$ cat config.mk
export PLATFORM = sky130hd
export DESIGN_NAME = ksx_keystream_end_flat
export DESIGN_NICKNAME = d
export VERILOG_FILES = /design/src/ksx_pkg.sv /design/src/ksx_link_if.sv /design/src/ksx_keystream_end.sv /design/src/flat_wrapper.sv
export VERILOG_INCLUDE_DIRS = /design/src
export SDC_FILE = /design/constraint.sdc
export NUM_CORES = 1
export LEC_CHECK = 0
export BUFFER_PORTS_ARGS = -buffer_cell sky130_fd_sc_hd__buf_4
export CAP_MARGIN = 5
export CORE_ASPECT_RATIO = 1.4
export CORE_MARGIN = 2
export CORE_UTILIZATION = 53
export CTS_CLUSTER_DIAMETER = 50
export DETAILED_ROUTE_END_ITERATION = 8
export PLACE_DENSITY = 0.74
export SYNTH_ARGS = -nofsm -noshare
export SYNTH_HDL_FRONTEND = slang
export SYNTH_SLANG_ARGS = --single-unit
export TNS_END_PERCENT = 100
$ cat constraint.sdc
create_clock -name clk -period 3.5 [get_ports clk]
set_clock_uncertainty 0.2 [all_clocks]
set_input_delay 0.175 -clock clk [delete_from_list [all_inputs] [get_ports clk]]
set_output_delay 0.175 -clock clk [all_outputs]
set_load 0.01 [all_outputs]
$ cat src/ksx_cfg.svh
// constants for the slot keystream exclusive-or mapper: bit positions,
// segment lengths and field layouts, shared by both ends.
// assumes: included by the package and by the slot framing end by bare name.
`ifndef KSX_CFG_SVH
`define KSX_CFG_SVH

// ****************************************************************
// keystream segment layout
// ****************************************************************
`define KSX_POS_W          11
`define KSX_TAIL_LEN       11'h028
`define KSX_TAIL_FIRST_BIT 6'h08
`define KSX_HALF_BASE      11'h078
`define KSX_DOUBLE_LEN     11'h348
`define KSX_SEG_PER_FRAME  2

// ****************************************************************
// payload layouts
// ****************************************************************
`define KSX_HALF_PAYLOAD   11'h050
`define KSX_DOUBLE_PAYLOAD 11'h320
`define KSX_SUB_PITCH      11'h050
`define KSX_SUB_DATA       11'h040
`define KSX_SUB_CHECK      11'h010
`define KSX_SINGLE_DATA    11'h300
`define KSX_SINGLE_CHECK   11'h020
`define KSX_SINGLE_TRAIL   11'h004

`endif

$ cat src/ksx_pkg.sv
// types and shared mapping functions of the slot keystream mapper.
// assumes: ksx_cfg.svh is on the include path.
`include "ksx_cfg.svh"

package ksx_pkg;

  typedef logic [`KSX_POS_W-1:0] ksx_pos_t;

  typedef enum logic {
    KSX_SLOT_HALF,
    KSX_SLOT_DOUBLE
  } ksx_slot_t;

  typedef enum logic [1:0] {
    KSX_FMT_UNPROT,
    KSX_FMT_MULTI,
    KSX_FMT_SINGLE
  } ksx_fmt_t;

  // ****************************************************************
  // segment and payload lengths
  // ****************************************************************
  function automatic ksx_pos_t ksx_seg_len(input ksx_slot_t slot, input logic [7:0] j);
    ksx_seg_len = (slot == KSX_SLOT_HALF) ? ksx_pos_t'(`KSX_HALF_BASE + {3'h0, j})
                                          : `KSX_DOUBLE_LEN;
  endfunction

  function automatic ksx_pos_t ksx_pay_len(input ksx_slot_t slot, input ksx_fmt_t fmt,
                                           input logic [7:0] j);
    if (slot == KSX_SLOT_HALF)
      ksx_pay_len = ksx_pos_t'(`KSX_HALF_PAYLOAD + {3'h0, j});
    else if (fmt == KSX_FMT_SINGLE)
      ksx_pay_len = ksx_pos_t'(`KSX_SINGLE_DATA + `KSX_SINGLE_CHECK + `KSX_SINGLE_TRAIL);
    else
      ksx_pay_len = `KSX_DOUBLE_PAYLOAD;
  endfunction

  // ****************************************************************
  // whether keystream bit pos is applied to its field bit
  // ****************************************************************
  // payload bit i pairs with keystream bit i+40 up to the segment end, so check bits
  // simply fall on the unused keystream positions
  function automatic logic ksx_apply(input ksx_pos_t pos, input ksx_slot_t slot,
                                     input ksx_fmt_t fmt, input logic tail_ctl);
    ksx_pos_t off;
    off = ksx_pos_t'(pos - `KSX_TAIL_LEN);
    if (pos < `KSX_TAIL_LEN)
      ksx_apply = tail_ctl;
    else if (fmt == KSX_FMT_UNPROT)
      ksx_apply = 1'b1;
    else if (fmt == KSX_FMT_SINGLE)
      ksx_apply = (off < `KSX_SINGLE_DATA);
    else if (slot == KSX_SLOT_HALF && pos >= `KSX_HALF_BASE)
      ksx_apply = 1'b1;
    else
      ksx_apply = ((off % `KSX_SUB_PITCH) < `KSX_SUB_DATA);
  endfunction

endpackage

$ cat src/ksx_link_if.sv
// link between the keystream end and the slot framing end.
// assumes: both ends share one clock; the testbench supplies it.
`timescale 1ns/10ps

interface ksx_link_if;
  import ksx_pkg::*;

  logic     ks_valid;
  logic     ks_ready;
  logic     ks_bit;
  logic     ks_apply;
  ksx_pos_t ks_pos;
  logic     ks_seg;
  logic     ks_last;

  modport gen (
    output ks_valid,
    input  ks_ready,
    output ks_bit,
    output ks_apply,
    output ks_pos,
    output ks_seg,
    output ks_last
  );

  modport mac (
    input  ks_valid,
    output ks_ready,
    input  ks_bit,
    input  ks_apply,
    input  ks_pos,
    input  ks_seg,
    input  ks_last
  );
endinterface

$ cat src/ksx_keystream_end.sv
// keystream end: cuts the raw keystream into the two segments of a frame
// and marks every keystream bit as applied or unused for the slot format.
// assumes: raw keystream bits come from generator logic on the same clock.
`timescale 1ns/10ps

module ksx_keystream_end
  import ksx_pkg::*;
#(
  parameter int J_W = 6
) (
  input  wire logic           clk,
  input  wire logic           rst,
  input  wire logic           ce,
  input  wire logic           start,
  input  wire ksx_slot_t      cfg_slot,
  input  wire ksx_fmt_t       cfg_fmt,
  input  wire logic           cfg_tail_ctl,
  input  wire logic           cfg_encrypt,
  input  wire logic [J_W-1:0] cfg_j,
  input  wire logic           kin_valid,
  output logic                kin_ready,
  input  wire logic           kin_bit,
  output logic                busy,
  output logic                done,
  output logic                cfg_error,
  ksx_link_if.gen             link
);

  // ****************************************************************
  // elaboration checks
  // ****************************************************************
  if (J_W < 1 || J_W > 8) begin : g_bad_jw
    $error("ksx_keystream_end: J_W must lie in 1..8");
  end

  typedef enum logic {
    ST_IDLE,
    ST_RUN
  } ksx_gen_state_t;

  ksx_gen_state_t state_reg;
  ksx_slot_t      slot_reg;
  ksx_fmt_t       fmt_reg;
  logic           tail_ctl_reg;
  logic           encrypt_reg;
  logic [7:0]     j_reg;
  ksx_pos_t       len_reg;
  ksx_pos_t       pos_reg;
  logic           seg_reg;
  logic           out_valid_reg;
  logic           out_bit_reg;
  logic           out_apply_reg;
  ksx_pos_t       out_pos_reg;
  logic           out_seg_reg;
  logic           out_last_reg;
  logic           done_reg;
  logic           err_reg;

  logic           take;
  logic           last_bit;
  logic           start_ok;
  logic           cfg_legal;

  // ****************************************************************
  // handshakes
  // ****************************************************************
  // one output stage; a bit is taken only when that stage can hold it.
  // ready falls with ce so a frozen cycle never looks like a take
  assign kin_ready = ce && (state_reg == ST_RUN) && (!out_valid_reg || link.ks_ready);
  assign take      = ce && kin_valid && kin_ready;
  assign last_bit  = seg_reg && (pos_reg == ksx_pos_t'(len_reg - 11'h001));

  // single subfield exists only on double slots, and j only on half slots
  assign cfg_legal = !(cfg_fmt == KSX_FMT_SINGLE && cfg_slot == KSX_SLOT_HALF)
                     && (cfg_fmt != KSX_FMT_SINGLE + 2'h1)
                     && !(cfg_slot == KSX_SLOT_DOUBLE && cfg_j != '0);
  assign start_ok  = ce && start && state_reg == ST_IDLE && !out_valid_reg;

  assign busy      = (state_reg == ST_RUN) || out_valid_reg;
  assign done      = done_reg;
  assign cfg_error = err_reg;

  assign link.ks_valid = out_valid_reg;
  assign link.ks_bit   = out_bit_reg;
  assign link.ks_apply = out_apply_reg;
  assign link.ks_pos   = out_pos_reg;
  assign link.ks_seg   = out_seg_reg;
  assign link.ks_last  = out_last_reg;

  // ****************************************************************
  // frame control
  // ****************************************************************
  always_ff @(posedge clk or posedge rst) begin
    if (rst) begin
      state_reg <= ST_IDLE;
    end else if (ce) begin
      unique case (state_reg)
        ST_IDLE: begin
          if (start_ok && cfg_legal) begin
            state_reg <= ST_RUN;
          end
        end
        ST_RUN: begin
          if (take && last_bit) begin
            state_reg <= ST_IDLE;
          end
        end
      endcase
    end
  end

  // configuration is frozen for the whole frame so both segments match
  always_ff @(posedge clk or posedge rst) begin
    if (rst) begin
      slot_reg     <= KSX_SLOT_HALF;
      fmt_reg      <= KSX_FMT_UNPROT;
      tail_ctl_reg <= 1'b0;
      encrypt_reg  <= 1'b0;
      j_reg        <= 8'h00;
      len_reg      <= '0;
    end else if (start_ok && cfg_legal) begin
      slot_reg     <= cfg_slot;
      fmt_reg      <= cfg_fmt;
      tail_ctl_reg <= cfg_tail_ctl;
      encrypt_reg  <= cfg_encrypt;
      j_reg        <= 8'(cfg_j);
      len_reg      <= ksx_seg_len(cfg_slot, 8'(cfg_j));
    end
  end

  always_ff @(posedge clk or posedge rst) begin
    if (rst) begin
      err_reg <= 1'b0;
    end else if (ce) begin
      err_reg <= start && state_reg == ST_IDLE && !out_valid_reg && !cfg_legal;
    end
  end

  // ****************************************************************
  // segment walk
  // ****************************************************************
  // two segments per frame, fixed side first, each len_reg bits long
  always_ff @(posedge clk or posedge rst) begin
    if (rst) begin
      pos_reg <= '0;
      seg_reg <= 1'b0;
    end else if (start_ok) begin
      pos_reg <= '0;
      seg_reg <= 1'b0;
    end else if (take) begin
      if (pos_reg == ksx_pos_t'(len_reg - 11'h001)) begin
        pos_reg <= '0;
        seg_reg <= !seg_reg;
      end else begin
        pos_reg <= ksx_pos_t'(pos_reg + 11'h001);
      end
    end
  end

  // ****************************************************************
  // output stage
  // ****************************************************************
  always_ff @(posedge clk or posedge rst) begin
    if (rst) begin
      out_valid_reg <= 1'b0;
    end else if (ce) begin
      if (take) begin
        out_valid_reg <= 1'b1;
      end else if (link.ks_ready) begin
        out_valid_reg <= 1'b0;
      end
    end
  end

  // in clear mode the stream still runs so framing stays aligned
  always_ff @(posedge clk or posedge rst) begin
    if (rst) begin
      out_bit_reg   <= 1'b0;
      out_apply_reg <= 1'b0;
      out_pos_reg   <= '0;
      out_seg_reg   <= 1'b0;
      out_last_reg  <= 1'b0;
    end else if (take) begin
      out_bit_reg   <= kin_bit;
      out_apply_reg <= encrypt_reg && ksx_apply(pos_reg, slot_reg, fmt_reg, tail_ctl_reg);
      out_pos_reg   <= pos_reg;
      out_seg_reg   <= seg_reg;
      out_last_reg  <= last_bit;
    end
  end

  always_ff @(posedge clk or posedge rst) begin
    if (rst) begin
      done_reg <= 1'b0;
    end else if (ce) begin
      done_reg <= out_valid_reg && out_last_reg && link.ks_ready;
    end
  end

endmodule

$ cat src/flat_wrapper.sv
// flat-port wrapper written by rule: the top's interface ports become plain ports
module ksx_keystream_end_flat import ksx_pkg::*;
#(
  parameter int J_W = 6
)
  (clk, rst, ce, start, cfg_slot, cfg_fmt, cfg_tail_ctl, cfg_encrypt, cfg_j, kin_valid, kin_ready, kin_bit, busy, done, cfg_error, link_ks_valid, link_ks_ready, link_ks_bit, link_ks_apply, link_ks_pos, link_ks_seg, link_ks_last);
  ksx_link_if link_i ();
  input  wire logic clk;
  input  wire logic rst;
  input  wire logic ce;
  input  wire logic start;
  input  wire ksx_slot_t cfg_slot;
  input  wire ksx_fmt_t cfg_fmt;
  input  wire logic cfg_tail_ctl;
  input  wire logic cfg_encrypt;
  input  wire logic [J_W-1:0] cfg_j;
  input  wire logic kin_valid;
  output logic kin_ready;
  input  wire logic kin_bit;
  output logic busy;
  output logic done;
  output logic cfg_error;
  output wire logic [$bits(link_i.ks_valid)-1:0] link_ks_valid;
  input wire logic [$bits(link_i.ks_ready)-1:0] link_ks_ready;
  output wire logic [$bits(link_i.ks_bit)-1:0] link_ks_bit;
  output wire logic [$bits(link_i.ks_apply)-1:0] link_ks_apply;
  output wire logic [$bits(link_i.ks_pos)-1:0] link_ks_pos;
  output wire logic [$bits(link_i.ks_seg)-1:0] link_ks_seg;
  output wire logic [$bits(link_i.ks_last)-1:0] link_ks_last;
  assign link_ks_valid = link_i.ks_valid;
  assign link_i.ks_ready = link_ks_ready;
  assign link_ks_bit = link_i.ks_bit;
  assign link_ks_apply = link_i.ks_apply;
  assign link_ks_pos = link_i.ks_pos;
  assign link_ks_seg = link_i.ks_seg;
  assign link_ks_last = link_i.ks_last;
  ksx_keystream_end #(.J_W(J_W)) u_core (.clk(clk), .rst(rst), .ce(ce), .start(start), .cfg_slot(cfg_slot), .cfg_fmt(cfg_fmt), .cfg_tail_ctl(cfg_tail_ctl), .cfg_encrypt(cfg_encrypt), .cfg_j(cfg_j), .kin_valid(kin_valid), .kin_ready(kin_ready), .kin_bit(kin_bit), .busy(busy), .done(done), .cfg_error(cfg_error), .link(link_i));
endmodule
* Word level (Yosys, flattened, before mapping) *
Cells that the tools add are included.

storage, ports and cells
  bits of input ports = 18
  logic and storage cells = 84
  flip-flop bits (word level) = 47
  output and inout port bits = 20

cells by class
  add/subtract/negate cells = 4
  bitwise operators = 3
  reductions and logical operators = 35
  divide/modulo/power cells = 1
  multiplexer cells = 17
  magnitude comparators = 4
  equal/unequal tests = 4

operators with widths
  operator                                                                               number
  11-bit 2-to-1 mux                                                                      4
  1-bit logical AND                                                                      21
  1-bit 2-to-1 mux                                                                       12
  11-bit by 1-bit adder with 11-bit output (second input constant)                       1
  11-bit == test                                                                         1
  11-bit by 7-bit greater-or-equal comparator with 1-bit output (second input constant)  1
  11-bit by 10-bit < comparator with 1-bit output (second input constant)                1
  11-bit by 6-bit < comparator with 1-bit output (second input constant)                 1
  11-bit by 7-bit < comparator with 1-bit output (second input constant)                 1
  11-bit by 7-bit remainder unit with 11-bit output (second input constant)              1
  11-bit by 1-bit subtractor with 11-bit output (second input constant)                  1
  11-bit by 6-bit subtractor with 11-bit output (second input constant)                  1
  7-bit by 6-bit adder with 8-bit output (first input constant)                          1
  2-bit nonzero test                                                                     3
  6-bit nonzero test                                                                     1
  1-bit zero test                                                                        5
  2-bit == test (second input constant)                                                  2
  2-bit AND reduction                                                                    2
  1-bit inverter                                                                         3
  2-bit zero test                                                                        1
  1-bit logical OR                                                                       2
  2-bit inequality test (second input constant)                                          1
  1-bit case mux with 2 select lines                                                     1

* Depth between registers and ports, before layout *
  depth in word-level cells = 9
  mapped depth = 14
  depth with buffers taken out = 12

* Worst setup path before layout *
OpenSTA, ideal clock, no wires.

  path kind = flip-flop to flip-flop
  start = register u_core.pos_reg[3]
  end = register u_core.out_apply_reg (netlist: u_core.link.ks_apply)
  setup slack = -196 ps
  stages on the path, launching flop included = 14
  arrival = 3,362 ps
  required time = 3,166 ps
  clock period less this slack = 3,696 ps
  setup time = 134 ps
  path buffers = 1
  cells stage by stage = dfrtp_1 -> buf_1 -> inv_1 -> ha_1 -> nand2b_1 -> o32a_1 -> and4b_1 -> a21oi_1 -> a211oi_1 -> nand2_1 -> a211o_1 -> a221oi_1 -> a221o_1 -> o211ai_2

between the ends
  cells in the longest elaborated chain, start to end = 9
  elaborated cells between the ends (all ways) = 13
  classes of those cells = add/sub: 1; div: 1; order compare: 4; mux: 5; reduce/logical: 2

ends and longest elaborated chain
  what                                                         RTL line                  RTL
  start, declared                                              ksx_keystream_end.sv:48   ksx_pos_t pos_reg;
  start signal, assigned                                       ksx_keystream_end.sv:155  pos_reg <= ksx_pos_t'(pos_reg + 11'h001);
  11-bit by 6-bit subtractor with 11-bit output (no line)      n/a
  11-bit by 7-bit remainder unit with 11-bit output (no line)  n/a
  11-bit by 7-bit < comparator with 1-bit output (no line)     n/a
  1-bit 2-to-1 mux                                             ksx_pkg.sv:53             else if (slot == KSX_SLOT_HALF && pos >= `KSX_HALF_BASE)
  1-bit 2-to-1 mux                                             ksx_pkg.sv:51             else if (fmt == KSX_FMT_SINGLE)
  1-bit 2-to-1 mux                                             ksx_pkg.sv:49             else if (fmt == KSX_FMT_UNPROT)
  1-bit 2-to-1 mux (*)                                         ksx_pkg.sv:47             if (pos < `KSX_TAIL_LEN)
  1-bit 2-to-1 mux (*)                                         ksx_keystream_end.sv:183  end else if (take) begin
  1-bit logical AND (*)                                        ksx_keystream_end.sv:185  out_apply_reg <= encrypt_reg && ksx_apply(pos_reg, slot_reg, fmt_reg, tail_ctl_reg);
  end signal, assigned                                         ksx_keystream_end.sv:185
  end, declared                                                ksx_keystream_end.sv:52   logic out_apply_reg;

Every way passes the cells marked *; elsewhere a longest branch is shown, timed or not. The select of a mux whose other input is x is not followed.
A chain may end at the register's enable or synchronous reset.

* Worst setup path after layout *
Same ends and word-level chain as after synthesis.

==> flow_summary.toml <==
[worst_setup_path]
rr_endpoint = "u_core.link.ks_apply"
required_ns = 3.48
crit_family = "compound AO/OA/AOI/OAI gates"
crit_path_max_incr_delay_ns = 0.46
r2r_slack_ns = 0.03
critPathLaunchType = "flip-flop"
crit_arrival_ns = 3.45
path_cells = "inv_2 > ha_4 > nand2b_4 > o32a_1 > and4b_2 > a21oi_4 > o41ai_4 > nor3_2 > or3_4 > mux2i_1 > o31ai_2 > o211ai_2"
crit_buf_inv = 1
ff2ff_path_depth = 12
crit_path_top_delay_cell = "o41ai_4"
cp-end-kind = "flip-flop"
cp.depth = 12
r2r_start = "u_core.pos_reg[3]"
critPathMaxFanout = 6
critPathKind = "flip-flop to flip-flop"

[final_layout]
drive_above_1_share_pct = 23.0
areaGrowthSynthToFinish_pct = 26.6
diodes = 0
utilization_pct = 70.3
fin_nets = 469

[clock_tree]
cts_tree = "built"
h-tree-depth = 2
clk_latency_ns = 0.30
cts_root_buf = "clkbuf_8"
clk_pin_slew_ns = 0.09
numCtsBuffers = 5
cts.sinks = 44
clock_path_buffers = 2

[die]
row_count = 32
initial_core_util_pct = 55.5
die_w_um = 68.5
die-area_sq_um = 6470
ios = 38
core_sq_um = 5570
die_y_um = 94.4

[sta]
max_freq_mhz = 288
drv_slew = 0
timing.final.crit_share_pct = 99.2
hold_viol = 0
setup_tns_ns = 0
layout_min_cycle_time_ns = 3.47
setup_viol = 0
relSlewSlack_pct = 49.7
tightest_slew_ns = 0.752
fin_hold_ws_ns = 0.0590
rsz0062_at_grt = "true"

[worst_hold_path]
holdPathStages = 4
min_to = "u_core.len_reg[4]"
min_from = "cfg_j[4]"
hold_path_class = "input port to flip-flop"

[global_route]
antenna_found_initial = 0
grt_overflow = 0
gr-usage-met1_pct = 28.8
grt_pass1_wl_um = 12700
grt_max_degree = 45
grt_use_total_pct = 25.7
grt_use_met2_pct = 48.4
grtUsageMet3_pct = 3.46
grt-busiest-layer = "met2"
grt_pass1_vias = 2815

[synthesis]
synth-main-ff-cell = "dfrtp_1"
syn_area_sq_um = 3090
ys_seq_elements = 44
synth_nets = 403
syn_inst = 376
syn_area_per_cell_sq_um = 8.22
synth_edf_count = 0
ys_types = 60
synth.yosys.seq_area_share_pct = 35.6
synthArstFlopShare_pct = 100
yosysWarnings = 0

[job]
max-cap-violations = 0

[detailed_routing]
drc_errors = 0
vias_per_cell = 5.81
vias = 2971
drtIter0Drc = 159
wl_per_cell_um = 15.6
dr.pass1.iters = 5
postRouteAntennaNets = 0
wl_um = 7950

[power]
p_total_mw = 1.55
peakVddDrop_v = 0.000278
powerDensity_nw_per_um2 = 396
p_leak_nw = 1.82

[place]
globalplace.congestion = 0.889
port_buffers = 37
hpwl_um = 5670

[run_status]
status = "finished, final reports clean"
[routing by layer]
layer / up-vias / wire length, um / share of wire, %
met3: 12 / 222 / 2.8
met4: 0 / 121 / 1.5
met5: - / 0 / 0
li1: 1451 / - / -
met2: 62 / 4480 / 56
met1: 1446 / 3130 / 39
[cells in the final DEF (no fill, tap or decap), types with 4 or more instances in the layout]
master	count
inv_1	17
nor2b_1	4
ha_1	8
dlygate4sd3_1	12
dfrtp_1	44
nand4_1	4
nor3_1	13
a31oi_1	5
nor2_1	29
clkbuf_8	6
nand2b_1	4
nand2_1	73
and3_1	4
xor2_1	4
a21o_1	7
or3_4	4
a21oi_1	15
o21ai_0	19
nand3_1	13
xnor2_1	16
buf_4	64
mux2_2	6
[tightest hold or removal path, cell delays in order]
cell and delay [ns]:
buf_4 0.10, inv_1 0.06, ha_1 0.12, o31ai_1 0.06
[how the worst max path moves through the flow]
stage                           start              endpoint  slack, ns
global route        u_core.pos_reg[3]  u_core.link.ks_apply      -0.12
global placement    u_core.pos_reg[3]  u_core.link.ks_apply       0.10
CTS                 u_core.pos_reg[3]  u_core.link.ks_apply      0.003
detailed placement  u_core.pos_reg[3]  u_core.link.ks_apply      -0.03
floorplan           u_core.pos_reg[3]  u_core.link.ks_apply      0.009
finish              u_core.pos_reg[3]  u_core.link.ks_apply       0.03
[cells in the mapped netlist (all sizes together) (7+ instances only)]
cell | n | share of area (%)
a21oi | 16 | 2.6
o21ai | 22 | 3.6
nor3 | 14 | 2.3
dfrtp | 44 | 36
inv | 19 | 2.3
nand3 | 14 | 2.3
nand2 | 74 | 9.0
ha | 9 | 3.6
nor2 | 29 | 3.5
clkbuf | 11 | 1.3
a21o | 7 | 1.7
xnor2 | 17 | 5.4
[stage by stage]
step	cells	area (sq um)	worst slack, ns
4_1_cts	504	3780	0.00270
5_1_grt	511	3910	-0.122
3_5_place_dp	484	3550	-0.0314
3_3_place_gp	484	3550	0.105
2_1_floorplan	376	3110	0.00850
6_report	511	3910	0.0264
[cells by family (layout without fill, tap and decap cells)]
kind of cell / after synthesis / count (layout) / synth area share [%]
AO/OA/AOI/OAI: 90 / 90 / 20.5
XOR/XNOR: 23 / 23 / 7.73
adder cells (fa/ha/maj): 9 / 9 / 3.64
buffers and inverters: 36 / 103 / 4.57
flip-flops: 44 / 44 / 35.6
multiplexers: 7 / 7 / 2.51
AND/OR/NAND/NOR: 167 / 167 / 25.4
[area by class of cell]
cell class	count	area, sq um
multi-input combinational	296	1960
inverter	19	71.3
sequential	44	1100
tap	68	85.1
fill	466	1650
clock inverter	2	15.0
clock buffer	6	82.6
timing repair buffer	76	601
[power breakdown]
group | switching [mW] | internal (mW) | leakage (nW)
Sequential | 0.0636 | 0.559 | 0.583
Combinational | 0.305 | 0.283 | 1.20
Clock | 0.180 | 0.160 | 0.0434
Total | 0.549 | 1.00 | 1.82
[what timing repair did]
item / 4_1_cts / 5_1_grt
hold endpoints to repair: 59 / 0
cloned: 0 / 0
setup endpoints to repair: 1 / 1
pin swaps: 0 / 11
gates resized for setup: 1 / 16
setup buffers: 0 / 7
hold buffers: 12 / 0
Note: power is estimated with default switching activity, not from simulation.
